===== src/bst_pkg.sv =====
package bst_pkg;

    localparam int ID_LEN    = 32;
    localparam int IR_LEN    = 3;
    localparam int BSR_LEN   = 8;
    localparam int STREAM_W  = 1;
    localparam int BUF_DEPTH = 2;

    typedef logic [IR_LEN-1:0] bst_instr_type;

    localparam bst_instr_type INS_EXTEST = 3'h0;
    localparam bst_instr_type INS_IDCODE = 3'h1;
    localparam bst_instr_type INS_SAMPLE = 3'h2;
    localparam bst_instr_type INS_CLAMP  = 3'h3;
    localparam bst_instr_type INS_HIGHZ  = 3'h4;
    localparam bst_instr_type INS_BYPASS = 3'h7;

    // Fixed value loaded into the instruction shifter in Capture-IR.
    localparam bst_instr_type IR_CAPTURE = 3'h1;

    // Identification fields; the revision, part and maker values are arbitrary.
    localparam logic [3:0]  ID_REVISION = 4'h0;
    localparam logic [15:0] ID_PART     = 16'h5A5A;
    localparam logic [10:0] ID_MAKER    = 11'h155;
    localparam logic        ID_REQUIRED = 1'b1;
    localparam logic [ID_LEN-1:0] ID_VALUE = {ID_REVISION, ID_PART, ID_MAKER, ID_REQUIRED};

    localparam logic BYPASS_CAPTURE = 1'b0;

    typedef enum logic [1:0] {
        SEL_BYPASS   = 2'b00,
        SEL_BOUNDARY = 2'b01,
        SEL_ID       = 2'b10
    } bst_sel_type;

    typedef enum logic [3:0] {
        TAP_RESET      = 4'b0000,
        TAP_IDLE       = 4'b0001,
        TAP_SEL_DR     = 4'b0010,
        TAP_CAPTURE_DR = 4'b0011,
        TAP_SHIFT_DR   = 4'b0100,
        TAP_EXIT1_DR   = 4'b0101,
        TAP_PAUSE_DR   = 4'b0110,
        TAP_EXIT2_DR   = 4'b0111,
        TAP_UPDATE_DR  = 4'b1000,
        TAP_SEL_IR     = 4'b1001,
        TAP_CAPTURE_IR = 4'b1010,
        TAP_SHIFT_IR   = 4'b1011,
        TAP_EXIT1_IR   = 4'b1100,
        TAP_PAUSE_IR   = 4'b1101,
        TAP_EXIT2_IR   = 4'b1110,
        TAP_UPDATE_IR  = 4'b1111
    } bst_tap_type;

    typedef struct packed {
        logic scanClock;
        logic scanModeSelect;
        logic scanSerialIn;
    } bst_pins_in_type;

    typedef struct packed {
        logic scanSerialOut;
        logic scanSerialOutEn;
    } bst_pins_out_type;

endpackage : bst_pkg


===== src/bst_test_registers.sv =====
`timescale 1ns/100ps
`default_nettype none

// Contract
// - One-bit bypass for BYPASS, CLAMP, HIGHZ.
// - Boundary chain with separate latched parallel stage.
// - Identification: 32-bit shifter plus latched output.
// - Identification selected by IDCODE or Test-Logic-Reset.
// - Identification never selected by other instructions.
// - ID fields: revision, part, maker, one.
// - ID loaded on rising edge in Capture-DR.
// - Test-Logic-Reset forces IDCODE into instruction output.
// - Three-bit instruction register selects data register.
module bst_test_registers (
    // Clock and reset.
    input  wire logic                           clock,
    input  wire logic                           rstn,
    // Scan pins.
    input  wire bst_pkg::bst_pins_in_type       scanIn,
    output bst_pkg::bst_pins_out_type           scanOut,
    // Boundary cells towards the device core.
    input  wire logic [bst_pkg::BSR_LEN-1:0]    bsCapture,
    output logic      [bst_pkg::BSR_LEN-1:0]    bsParallel,
    // Current state of the test logic.
    output logic      [bst_pkg::ID_LEN-1:0]     idParallel,
    output bst_pkg::bst_instr_type              curInstr,
    output bst_pkg::bst_sel_type                curSel,
    // Stream of bits leaving the data chain.
    output logic      [bst_pkg::STREAM_W-1:0]   streamData,
    output logic                                streamValid,
    input  wire logic                           streamReady
);
    import bst_pkg::*;

    ////////////////////////////////////////////////////////////////////////
    // Pin synchronisers and scan clock edge detection.

    logic [1:0]          clkSync;
    logic [1:0]          tmsSync;
    logic [1:0]          tdiSync;
    logic                clkPrev;
    logic                risePend;
    logic                fallPend;
    logic                riseSeen;
    logic                fallSeen;
    logic                doRise;
    logic                doFall;
    logic                bufReady;
    logic                tms;
    logic                tdi;

    always_ff @(posedge clock) begin
        if (!rstn) begin
            clkSync <= 2'h0;
            tmsSync <= 2'h0;
            tdiSync <= 2'h0;
            clkPrev <= 1'b0;
        end else begin
            clkSync <= {clkSync[0], scanIn.scanClock};
            tmsSync <= {tmsSync[0], scanIn.scanModeSelect};
            tdiSync <= {tdiSync[0], scanIn.scanSerialIn};
            clkPrev <= clkSync[1];
        end
    end

    assign tms      = tmsSync[1];
    assign tdi      = tdiSync[1];
    assign riseSeen = clkSync[1] && !clkPrev;
    assign fallSeen = !clkSync[1] && clkPrev;
    // A full buffer holds back one pending rise and one pending fall, so a receiver that stalls for less than one scan period loses no bit.
    assign doRise   = (riseSeen || risePend) && bufReady;
    assign doFall   = (fallSeen || fallPend) && bufReady && !(riseSeen || risePend);

    always_ff @(posedge clock) begin
        if (!rstn) begin
            risePend <= 1'b0;
            fallPend <= 1'b0;
        end else begin
            risePend <= (riseSeen || risePend) && !doRise;
            fallPend <= (fallSeen || fallPend) && !doFall;
        end
    end

    ////////////////////////////////////////////////////////////////////////
    // Controller state.

    bst_tap_type state_reg;
    bst_tap_type state_next;

    always_comb begin
        unique case (state_reg)
            TAP_RESET:      state_next = tms ? TAP_RESET     : TAP_IDLE;
            TAP_IDLE:       state_next = tms ? TAP_SEL_DR    : TAP_IDLE;
            TAP_SEL_DR:     state_next = tms ? TAP_SEL_IR    : TAP_CAPTURE_DR;
            TAP_CAPTURE_DR: state_next = tms ? TAP_EXIT1_DR  : TAP_SHIFT_DR;
            TAP_SHIFT_DR:   state_next = tms ? TAP_EXIT1_DR  : TAP_SHIFT_DR;
            TAP_EXIT1_DR:   state_next = tms ? TAP_UPDATE_DR : TAP_PAUSE_DR;
            TAP_PAUSE_DR:   state_next = tms ? TAP_EXIT2_DR  : TAP_PAUSE_DR;
            TAP_EXIT2_DR:   state_next = tms ? TAP_UPDATE_DR : TAP_SHIFT_DR;
            TAP_UPDATE_DR:  state_next = tms ? TAP_SEL_DR    : TAP_IDLE;
            TAP_SEL_IR:     state_next = tms ? TAP_RESET     : TAP_CAPTURE_IR;
            TAP_CAPTURE_IR: state_next = tms ? TAP_EXIT1_IR  : TAP_SHIFT_IR;
            TAP_SHIFT_IR:   state_next = tms ? TAP_EXIT1_IR  : TAP_SHIFT_IR;
            TAP_EXIT1_IR:   state_next = tms ? TAP_UPDATE_IR : TAP_PAUSE_IR;
            TAP_PAUSE_IR:   state_next = tms ? TAP_EXIT2_IR  : TAP_PAUSE_IR;
            TAP_EXIT2_IR:   state_next = tms ? TAP_UPDATE_IR : TAP_SHIFT_IR;
            TAP_UPDATE_IR:  state_next = tms ? TAP_SEL_DR    : TAP_IDLE;
        endcase
    end

    always_ff @(posedge clock) begin
        if (!rstn) begin
            state_reg <= TAP_RESET;
        end else if (doRise) begin
            state_reg <= state_next;
        end
    end

    ////////////////////////////////////////////////////////////////////////
    // Instruction register and register selection.

    bst_instr_type irShift_reg;
    bst_sel_type   selNow;

    always_comb begin
        if (state_reg == TAP_RESET) begin
            selNow = SEL_ID;
        end else begin
            unique case (curInstr)
                INS_IDCODE:             selNow = SEL_ID;
                INS_EXTEST, INS_SAMPLE: selNow = SEL_BOUNDARY;
                default:                selNow = SEL_BYPASS;
            endcase
        end
    end

    always_ff @(posedge clock) begin
        if (!rstn) begin
            irShift_reg <= IR_CAPTURE;
            curInstr    <= INS_IDCODE;
            curSel      <= SEL_ID;
        end else begin
            curSel <= selNow;
            if (doRise && state_reg == TAP_CAPTURE_IR) begin
                irShift_reg <= IR_CAPTURE;
            end else if (doRise && state_reg == TAP_SHIFT_IR) begin
                irShift_reg <= {tdi, irShift_reg[IR_LEN-1:1]};
            end
            if (state_reg == TAP_RESET) begin
                curInstr <= INS_IDCODE;
            end else if (doFall && state_reg == TAP_UPDATE_IR) begin
                curInstr <= irShift_reg;
            end
        end
    end

    ////////////////////////////////////////////////////////////////////////
    // Data registers.

    logic                bypass_reg;
    logic [BSR_LEN-1:0]  bsShift_reg;
    logic [ID_LEN-1:0]   idShift_reg;
    logic                leaving;

    always_comb begin
        unique case (selNow)
            SEL_ID:       leaving = idShift_reg[0];
            SEL_BOUNDARY: leaving = bsShift_reg[0];
            default:      leaving = bypass_reg;
        endcase
    end

    always_ff @(posedge clock) begin
        if (!rstn) begin
            bypass_reg <= BYPASS_CAPTURE;
        end else if (doRise && selNow == SEL_BYPASS) begin
            if (state_reg == TAP_CAPTURE_DR) begin
                bypass_reg <= BYPASS_CAPTURE;
            end else if (state_reg == TAP_SHIFT_DR) begin
                bypass_reg <= tdi;
            end
        end
    end

    always_ff @(posedge clock) begin
        if (!rstn) begin
            bsShift_reg <= '0;
            bsParallel  <= '0;
        end else begin
            if (doRise && selNow == SEL_BOUNDARY && state_reg == TAP_CAPTURE_DR) begin
                bsShift_reg <= bsCapture;
            end else if (doRise && selNow == SEL_BOUNDARY && state_reg == TAP_SHIFT_DR) begin
                bsShift_reg <= {tdi, bsShift_reg[BSR_LEN-1:1]};
            end
            if (doFall && selNow == SEL_BOUNDARY && state_reg == TAP_UPDATE_DR) begin
                bsParallel <= bsShift_reg;
            end
        end
    end

    always_ff @(posedge clock) begin
        if (!rstn) begin
            idShift_reg <= ID_VALUE;
            idParallel  <= ID_VALUE;
        end else begin
            if (doRise && selNow == SEL_ID && state_reg == TAP_CAPTURE_DR) begin
                idShift_reg <= ID_VALUE;
            end else if (doRise && selNow == SEL_ID && state_reg == TAP_SHIFT_DR) begin
                idShift_reg <= {tdi, idShift_reg[ID_LEN-1:1]};
            end
            if (doFall && selNow == SEL_ID && state_reg == TAP_UPDATE_DR) begin
                idParallel <= idShift_reg;
            end
        end
    end

    // The serial output changes on the falling scan edge and drives only while shifting.
    always_ff @(posedge clock) begin
        if (!rstn) begin
            scanOut <= '0;
        end else if (doFall) begin
            scanOut.scanSerialOut   <= (state_reg == TAP_SHIFT_IR) ? irShift_reg[0] : leaving;
            scanOut.scanSerialOutEn <= (state_reg == TAP_SHIFT_IR) || (state_reg == TAP_SHIFT_DR);
        end
    end

    ////////////////////////////////////////////////////////////////////////
    // Stream buffer for bits leaving the data chain.

    bst_skid_buffer #(
        .WIDTH (STREAM_W),
        .DEPTH (BUF_DEPTH)
    ) uBuffer (
        .clock    (clock),
        .rstn     (rstn),
        .inData   (STREAM_W'(leaving)),
        .inValid  (doRise && state_reg == TAP_SHIFT_DR),
        .inReady  (bufReady),
        .outData  (streamData),
        .outValid (streamValid),
        .outReady (streamReady)
    );
endmodule : bst_test_registers

`default_nettype wire


===== src/bst_skid_buffer.sv =====
`timescale 1ns/100ps
`default_nettype none

// Shifting buffer: entry 0 is always the head, so the outputs come from flops.
module bst_skid_buffer #(
    parameter int WIDTH = 1,
    parameter int DEPTH = 2
) (
    // Clock and reset.
    input  wire logic             clock,
    input  wire logic             rstn,
    // Filling side.
    input  wire logic [WIDTH-1:0] inData,
    input  wire logic             inValid,
    output logic                  inReady,
    // Draining side.
    output logic      [WIDTH-1:0] outData,
    output logic                  outValid,
    input  wire logic             outReady
);

    localparam int CW = $clog2(DEPTH + 1);

    logic [WIDTH-1:0] memReg [DEPTH];
    logic [DEPTH-1:0] vldReg;
    logic [CW-1:0]    countReg;
    logic [CW-1:0]    countNext;
    logic [CW-1:0]    slot;
    logic             push;
    logic             pop;

    assign inReady   = (countReg != CW'(DEPTH));
    assign push      = inValid && inReady;
    assign pop       = vldReg[0] && outReady;
    assign slot      = countReg - CW'(pop);
    assign countNext = countReg + CW'(push) - CW'(pop);
    assign outData   = memReg[0];
    assign outValid  = vldReg[0];

    always_ff @(posedge clock) begin
        if (!rstn) begin
            countReg <= '0;
        end else begin
            countReg <= countNext;
        end
    end

    for (genvar i = 0; i < DEPTH; i++) begin : gEntry
        always_ff @(posedge clock) begin
            if (!rstn) begin
                vldReg[i] <= 1'b0;
                memReg[i] <= '0;
            end else begin
                vldReg[i] <= (CW'(i) < countNext);
                if (push && slot == CW'(i)) begin
                    memReg[i] <= inData;
                end else if (pop && i + 1 < DEPTH) begin
                    memReg[i] <= memReg[(i + 1 < DEPTH) ? i + 1 : i];
                end
            end
        end
    end

endmodule : bst_skid_buffer

`default_nettype wire


===== config.mk =====
export PLATFORM = sky130hd
export DESIGN_NAME = bst_test_registers
export DESIGN_NICKNAME = d
export VERILOG_FILES = /design/src/bst_pkg.sv /design/src/bst_test_registers.sv /design/src/bst_skid_buffer.sv
export SDC_FILE = /design/constraint.sdc
export NUM_CORES = 1
export LEC_CHECK = 0
export BUFFER_PORTS_ARGS = -buffer_cell sky130_fd_sc_hd__buf_2
export CORE_MARGIN = 10
export CORE_UTILIZATION = 61
export CTS_CLUSTER_SIZE = 30
export DETAILED_ROUTE_END_ITERATION = 8
export PLACE_DENSITY = 0.84
export SLEW_MARGIN = 25
export SYNTH_ARGS = -nofsm -noshare
export SYNTH_HDL_FRONTEND = slang
export SYNTH_SLANG_ARGS = --single-unit
export TNS_END_PERCENT = 5

===== constraint.sdc =====
create_clock -name clock -period 5.05 [get_ports clock]
set_input_delay 1.515 -clock clock [delete_from_list [all_inputs] [get_ports clock]]
set_output_delay 1.515 -clock clock [all_outputs]
set_load 0.05 [all_outputs]

==> summary.txt, run 1 <==
STA
  – Final TNS setup: 0 ps
  – Slew @ Worst Pin: 935.8 ps
  – Final period util: 0.6537
  – Final Critical Period: 3301 ps
  – Rel. slew slack: 0.3738
  – Max Clock Freq: about 0.3 GHz
  – Final hold vios: 0
  – # setup viols final: 0
  – Worst Skew: approximately 10 ps
  – RSZ-0062 raised after global routing: false
  – Post-route setup slack: 1749 ps
  – Final Slew Violations: 0

Routing
  – Via count: slightly above 4,000
  – Final ANT Viol Nets: 0
  – DRC Markers: 0
  – Drt pass-1 iters: 5
  – DRT Wirelength: 10,950 um
  – Vias/cell: between 5 and 6
  – Routed met3 length: 806 um
  – DR iter-0 viols: 299
  – Met2 routed WL: a little over 5000 um
  – Met1 wire length: 4942 um
  – Average wire per standard cell: between 15 and 20 um
  – Highest metal used: met4

Critical path
  – Most common cell on crit path: inv_1
  – CP cell instances: nor4_1 > or3_1 > inv_1 > ha_1 > inv_1 > nor2_1 > a21oi_1 > a311oi_1
  – Critical path class: reg2reg
  – Slowest CP cell: dfxtp_1
  – Reg2reg end: bsShift_reg[3]$_SDFFE_PN0P_
  – Worst EP arrival: around 3600 ps
  – CP Max Fanout: 21
  – Reg-to-Reg Start: state_reg[3]$_SDFFE_PN0N_
  – Worst R2R Setup Slack: 1750 ps
  – Slowest stage delay, CP: approximately 800 ps
  – Reg2Reg Depth: 8
  – Worst Setup SP: state_reg[3]$_SDFFE_PN0N_
  – CP Launch Type: flip-flop
  – Crit end category: flip-flop
  – Required time of the critical path: ~5300 ps

Outcome
  – Outcome: complete, no violations

Synth
  – YS warnings: 0
  – Mapped Nets: 561
  – Synth area leader: dfxtp_1
  – Syn Std Cell Area: about 0.0046 mm^2
  – Synth cell count leaders: dfxtp_1 (108), nand2_1 (71), nand3_1 (70), a21oi_1 (65), o21ai_0 (46)
  – Netlist cell types: a little under 60
  – Asr flop ratio synth: 0
  – Syn Inst Count: between 500 and 600
  – Most common cell in the netlist: dfxtp_1
  – Sequential fraction of the synthesis area: 0.4751
  – Yosys top cell area share: 0.4685
  – Syn Area/Cell: around 8.5 um^2
  – Most used DFF post-synth: dfxtp_1
  – Synth area leaders: dfxtp_1 (47%), nand3_1 (7.6%), a21oi_1 (7.0%), nand2_1 (5.8%), o21ai_0 (5.0%)
  – Seq cells post-synth: roughly 110
  – Number of enable flip-flop cells after synthesis: 1

Global routing
  – Initial antenna violation count: 0
  – Total Routing Usage GR: 0.1869
  – Vias in the first global route: about 3,700
  – Largest net degree at the start of global routing: 46
  – Grt ovf: 0
  – First-pass GRT wire length: roughly 18,000 um

Hold path
  – Endpoint, Worst Hold: tmsSync[1]$_SDFF_PN0_
  – Worst min path class: reg2reg
  – Hold depth: 1
  – Hold Crit Start: tmsSync[0]$_SDFF_PN0_

Flow run
  – Max-cap violations: 0

Final layout
  – Layout Cells excl Fill: 679
  – P&R area growth vs syn: 9.761%
  – Fillcell total: ~610
  – Nets@finish: 594
  – Layout cells sized above 1: 0.1724
  – N_diodes: 0

Clock tree
  – Clk pin slew, worst setup/hold paths: around 100 ps
  – CTS Buf Count: 9
  – Hold buffer count at CTS: 0
  – H-tree depth: 3
  – Worst skew pair latency: around 370 ps
  – # clock sinks: roughly 110
  – CTS tree: yes
  – Clock buffer depth: 2
  – Resized Gates After CTS: 0
  – Setup bufs post-CTS: 0
  – CTS root buffer: clkbuf_8

Power
  – Peak VDD IR: between 100 and 150 uV
  – Pwr dens: roughly 290 mW/mm^2
  – Leakage power: about 1.9 nW
  – Overall power: between 1 and 1.5 mW

Placement
  – Placed insts: 663
  – RD Place Congestion: around 0.84
  – Final HPWL DP: about 7500 um
  – Place WS: approximately 1600 ps
  – Port Buffers: 62

Floorplan
  – Die width: roughly 110 um
  – Num rows: 31
  – Core area: about 0.0073 mm^2
  – IO Pins: 63
  – Die Y: roughly 110 um
  – Die Footprint: 0.01144 mm^2
  – Initial Utilization: 0.6328
critical path, delay by kind of cell, from the launching register on:
kind	cells	cell delay, ps
and+or+nand+nor	3	1300
buffers and inverters	2	310
adders and majority gates	1	360
DFF	1	790
AOI/OAI and AO/OA	2	440
worst max-delay path by stage:
stage | end | cells after the start
final | bsShift_reg[3]$_SDFFE_PN0P_ | 8
after floorplan | uBuffer.memReg[0]$_DFFE_PP_ | 6
after detailed placement | idShift_reg[31]$_SDFFE_PP0P_ | 8
after global placement | idShift_reg[11]$_SDFFE_PP0P_ | 8
after CTS | idShift_reg[31]$_SDFFE_PP0P_ | 8
after global routing | bsShift_reg[2]$_SDFFE_PN0P_ | 8
kinds of logic (layout without fill, tap and decap cells):
logic type,count (synthesis),count (layout),synth area share
mux,12,12,0.02603
fa+ha+maj,5,5,0.01356
flops,109,109,0.4751
compound gates,156,156,0.2101
xor+xnor,1,1,0.001898
simple gates,199,199,0.2123
buf+inv,60,98,0.06101
stage by stage:
step / cell area [um^2] / hold WS (ps) / util
2_1_floorplan: 4614 / 411.9 / -
5_1_grt: 5065 / 457.1 / 0.6946
3_5_place_dp: 4890 / 422.3 / 0.6706
6_report: 5065 / 442.4 / 0.6946
3_3_place_gp: 4883 / 415.3 / 0.6697
4_1_cts: 5064 / 444.5 / 0.6944
metal layers:
layer	global-route usage	up-vias
met1	0.2385	1919
li1	-	1982
met4	0.05609	0
met5	0	-
met3	0.06347	8
met2	0.2924	140
power by group:
group	internal, mW	switching [mW]
clock network	0.186	0.297
logic	0.0303	0.0661
registers	0.871	0.0102
total	1.09	0.374
layout by cell type, fill, tap and decap left out, types with 2 or more instances in the layout:
master	n
dfxtp_1	108
nand2_1	71
nand3_1	70
a21oi_1	65
buf_2	62
o21ai_0	46
nor2_1	15
inv_1	13
mux2i_1	12
and2_1	10
clkbuf_8	9
a311oi_1	8
buf_4	6
o211ai_1	5
ha_1	5
nand2b_1	4
nor3_1	4
or3_1	3
o31ai_1	3
nor3b_1	3
a211oi_1	3
nand4_1	3
or2_2	2
o221a_2	2
nor4b_1	2
o2111a_1	2
o2111ai_2	2
nor2b_1	2
a31o_2	2
o21a_1	2
a31oi_1	2
clkinv_4	2
clkbuf_1	2
cell type report:
class | count | area [um^2] | share of cell area
Sequential cell | 109 | 2192 | 0.4328
Multi-Input combinational cell | 373 | 2167 | 0.4279
Timing Repair Buffer | 68 | 355.3 | 0.07016
Clock buffer | 11 | 131.4 | 0.02594
Tap cell | 99 | 123.9 | 0.02446
Inverter | 14 | 52.55 | 0.01038
Clock inverter | 5 | 42.54 | 0.008399
(Power assumes the default switching activity.)
==> run 2: changes to the inputs <==
--- a/config.mk
+++ b/config.mk
@@ -7,10 +7,10 @@
 export LEC_CHECK = 0
 export BUFFER_PORTS_ARGS = -buffer_cell sky130_fd_sc_hd__buf_2
 export CORE_MARGIN = 10
-export CORE_UTILIZATION = 61
+export CORE_UTILIZATION = 57
 export CTS_CLUSTER_SIZE = 30
 export DETAILED_ROUTE_END_ITERATION = 8
-export PLACE_DENSITY = 0.84
+export PLACE_DENSITY = 0.79
 export SLEW_MARGIN = 25
 export SYNTH_ARGS = -nofsm -noshare
 export SYNTH_HDL_FRONTEND = slang
==> constraint.sdc (replaced) <==
create_clock -name clock -period 3.1 [get_ports clock]
set_input_delay 0.93 -clock clock [delete_from_list [all_inputs] [get_ports clock]]
set_output_delay 0.93 -clock clock [all_outputs]
set_load 0.05 [all_outputs]
==> run 2 against run 1 <==
The flow now finishes with violations (design-rule violations); register-to-register slack lost 1100 ps; first-iteration DRC count shrank 11%; count of clock-buffer cells in the layout shrank 1; die area grew 5.7%; critical path depth is the same; critical endpoint is now uBuffer.memReg[1]$_DFF_P_; largest power group unchanged; highest routed layer unchanged.
==> summary.txt, run 2 (same netlist as run 1, synthesis figures left out) <==
STA
  – WHS: 442.6 ps
  – Slew @ Worst Pin: roughly 790 ps
  – Max Clock Freq: between 0.4 and 0.5 GHz
  – # setup viols final: 0
  – Post-route setup slack: 681.8 ps
  – RSZ-0062 raised after global routing: false
  – Rel. slew slack: 0.4749
  – Final TNS setup: 0 ps
  – Final Critical Period: 2418 ps
  – Final hold vios: 0
  – Worst Skew: roughly 18 ps
  – Final period util: 0.7801
  – Final Slew Violations: 0

Critical path
  – Worst R2R Setup Slack: approximately 700 ps
  – CP Max Fanout: 7
  – Crit end category: flip-flop
  – Reg2Reg Depth: 8
  – Worst Setup SP: state_reg[0]$_SDFFE_PN0N_
  – Required time of the critical path: 3400 ps
  – Critical path class: reg2reg
  – Worst EP arrival: 2720 ps
  – Reg-to-Reg Start: state_reg[0]$_SDFFE_PN0N_
  – Reg2reg end: uBuffer.memReg[1]$_DFF_P_
  – CP Launch Type: flip-flop

Clock tree
  – CTS tree: yes
  – Hold buffer count at CTS: 0
  – Clock buffer depth: 2
  – Worst skew pair latency: approximately 360 ps
  – Resized Gates After CTS: 0
  – CTS root buffer: clkbuf_8
  – Setup bufs post-CTS: 0
  – H-tree depth: 3
  – CTS Buf Count: 9
  – Clk pin slew, worst setup/hold paths: around 120 ps
  – # clock sinks: 109

Final layout
  – Layout cells sized above 1: 0.1864
  – N_diodes: 0
  – P&R area growth vs syn: 12.28%
  – Nets@finish: 604
  – Fillcell total: 677
  – Most frequent cells in the layout: dfxtp_1 (108), nand2_1 (71), nand3_1 (70)
  – Most common cell after layout, fill and taps aside: dfxtp_1
  – Post-Route Utilization: 0.6636

Placement
  – Port Buffers: 62
  – Place WS: between 600 and 700 ps
  – RD Place Congestion: between 0.8 and 0.9
  – Final HPWL DP: ~8000 um

Global routing
  – Grt met2 use: 0.3137
  – Total Routing Usage GR: 0.1893
  – GR met1 Demand/Resource: 0.2392
  – Vias in the first global route: between 4,000 and 5,000
  – GR Util met3: 0.04179
  – Grt ovf: 0
  – GRT Max-Usage Layer: met2
  – Initial antenna violation count: 0
  – First-pass GRT wire length: 18,850 um
  – Largest net degree at the start of global routing: 41

Hold path
  – Endpoint, Worst Hold: tdiSync[1]$_SDFF_PN0_
  – Hold depth: 1
  – Worst min path class: reg2reg
  – Hold Crit Start: tdiSync[0]$_SDFF_PN0_

Routing
  – Average wire per standard cell: 16.77 um
  – DRC Markers: 1
  – DRT Wirelength: between 10,000 and 15,000 um
  – Final ANT Viol Nets: 0
  – Vias/cell: between 6 and 7
  – Via count: ~4,200
  – Drt pass-1 iters: 7
  – DR iter-0 viols: about 270

Outcome
  – Failing checks: design-rule violations
  – Outcome: finished with violations

Power
  – Pwr dens: 486.4 mW/mm^2
  – Leakage power: between 1.5 and 2 nW
  – Peak VDD IR: about 250 uV

Floorplan
  – Num rows: 32
  – IO Pins: 63
  – Core area: between 0.007 and 0.008 mm^2
  – Initial Utilization: 0.5910
  – Die Y: roughly 110 um
  – Die width: ~110 um
  – Die Footprint: 0.01209 mm^2

Flow run
  – Max-cap violations: 0
[run 2: cell count changes in the layout (fill, tap and decap cells not counted), sizes merged]
cell / before / now
bufinv: 0 / 1
clkbuf: 11 / 10
buf: 68 / 78
[run 2: routing by layer]
metal,up-vias,share of wire
li1,2011,-
met1,1978,0.43
met2,178,0.47
met3,11,0.089
met4,0,0.010
met5,-,0
[run 2: how the worst max path moves through the flow]
| stage | endpoint | slack [ps] | cells past startpoint |
|---|---|---|---|
| 4_1_cts | uBuffer.memReg[1]$_DFF_P_ | 700 | 8 |
| 6_report | uBuffer.memReg[1]$_DFF_P_ | 680 | 8 |
| 5_1_grt | idParallel[28]$_SDFFE_PN0P_ | 450 | 8 |
| 3_5_place_dp | uBuffer.memReg[0]$_DFFE_PP_ | 620 | 7 |
| 3_3_place_gp | uBuffer.memReg[0]$_DFFE_PP_ | 700 | 7 |
| 2_1_floorplan | bsShift_reg[4]$_SDFFE_PN0P_ | 720 | 9 |
[run 2: final cells by class]
class / count / area (um^2) / share of cell area
inverters: 14 / 52.55 / 0.01014
multi-input cells: 373 / 2160 / 0.4168
repair buffers: 78 / 430.4 / 0.08307
clock buffers: 10 / 137.6 / 0.02656
flip-flops and latches: 109 / 2192 / 0.4231
clock inverters: 6 / 81.33 / 0.01570
well taps: 102 / 127.6 / 0.02463
[run 2: through the flow]
stage,instances,area (um^2),power (mW)
global placement,676,4962,1.623
global route,692,5181,2.596
CTS,692,5181,2.520
finish,692,5181,2.520
floorplan,542,4614,1.586
detailed placement,676,4962,1.632
[run 2: power breakdown]
group	leakage (nW)	internal (mW)	total (mW)	switching (mW)
clock network	0.110	0.412	0.919	0.507
logic	0.951	0.0520	0.169	0.117
registers	0.883	1.42	1.43	0.0127
[run 2: critical path, stage by stage, from the launching register on]
cell     delay, ps
dfxtp_1        320
nor4_1         430
a21oi_1        170
inv_1          100
ha_1           350
a22o_1         210
mux2i_1        160
or4_1          500
a21oi_1        130
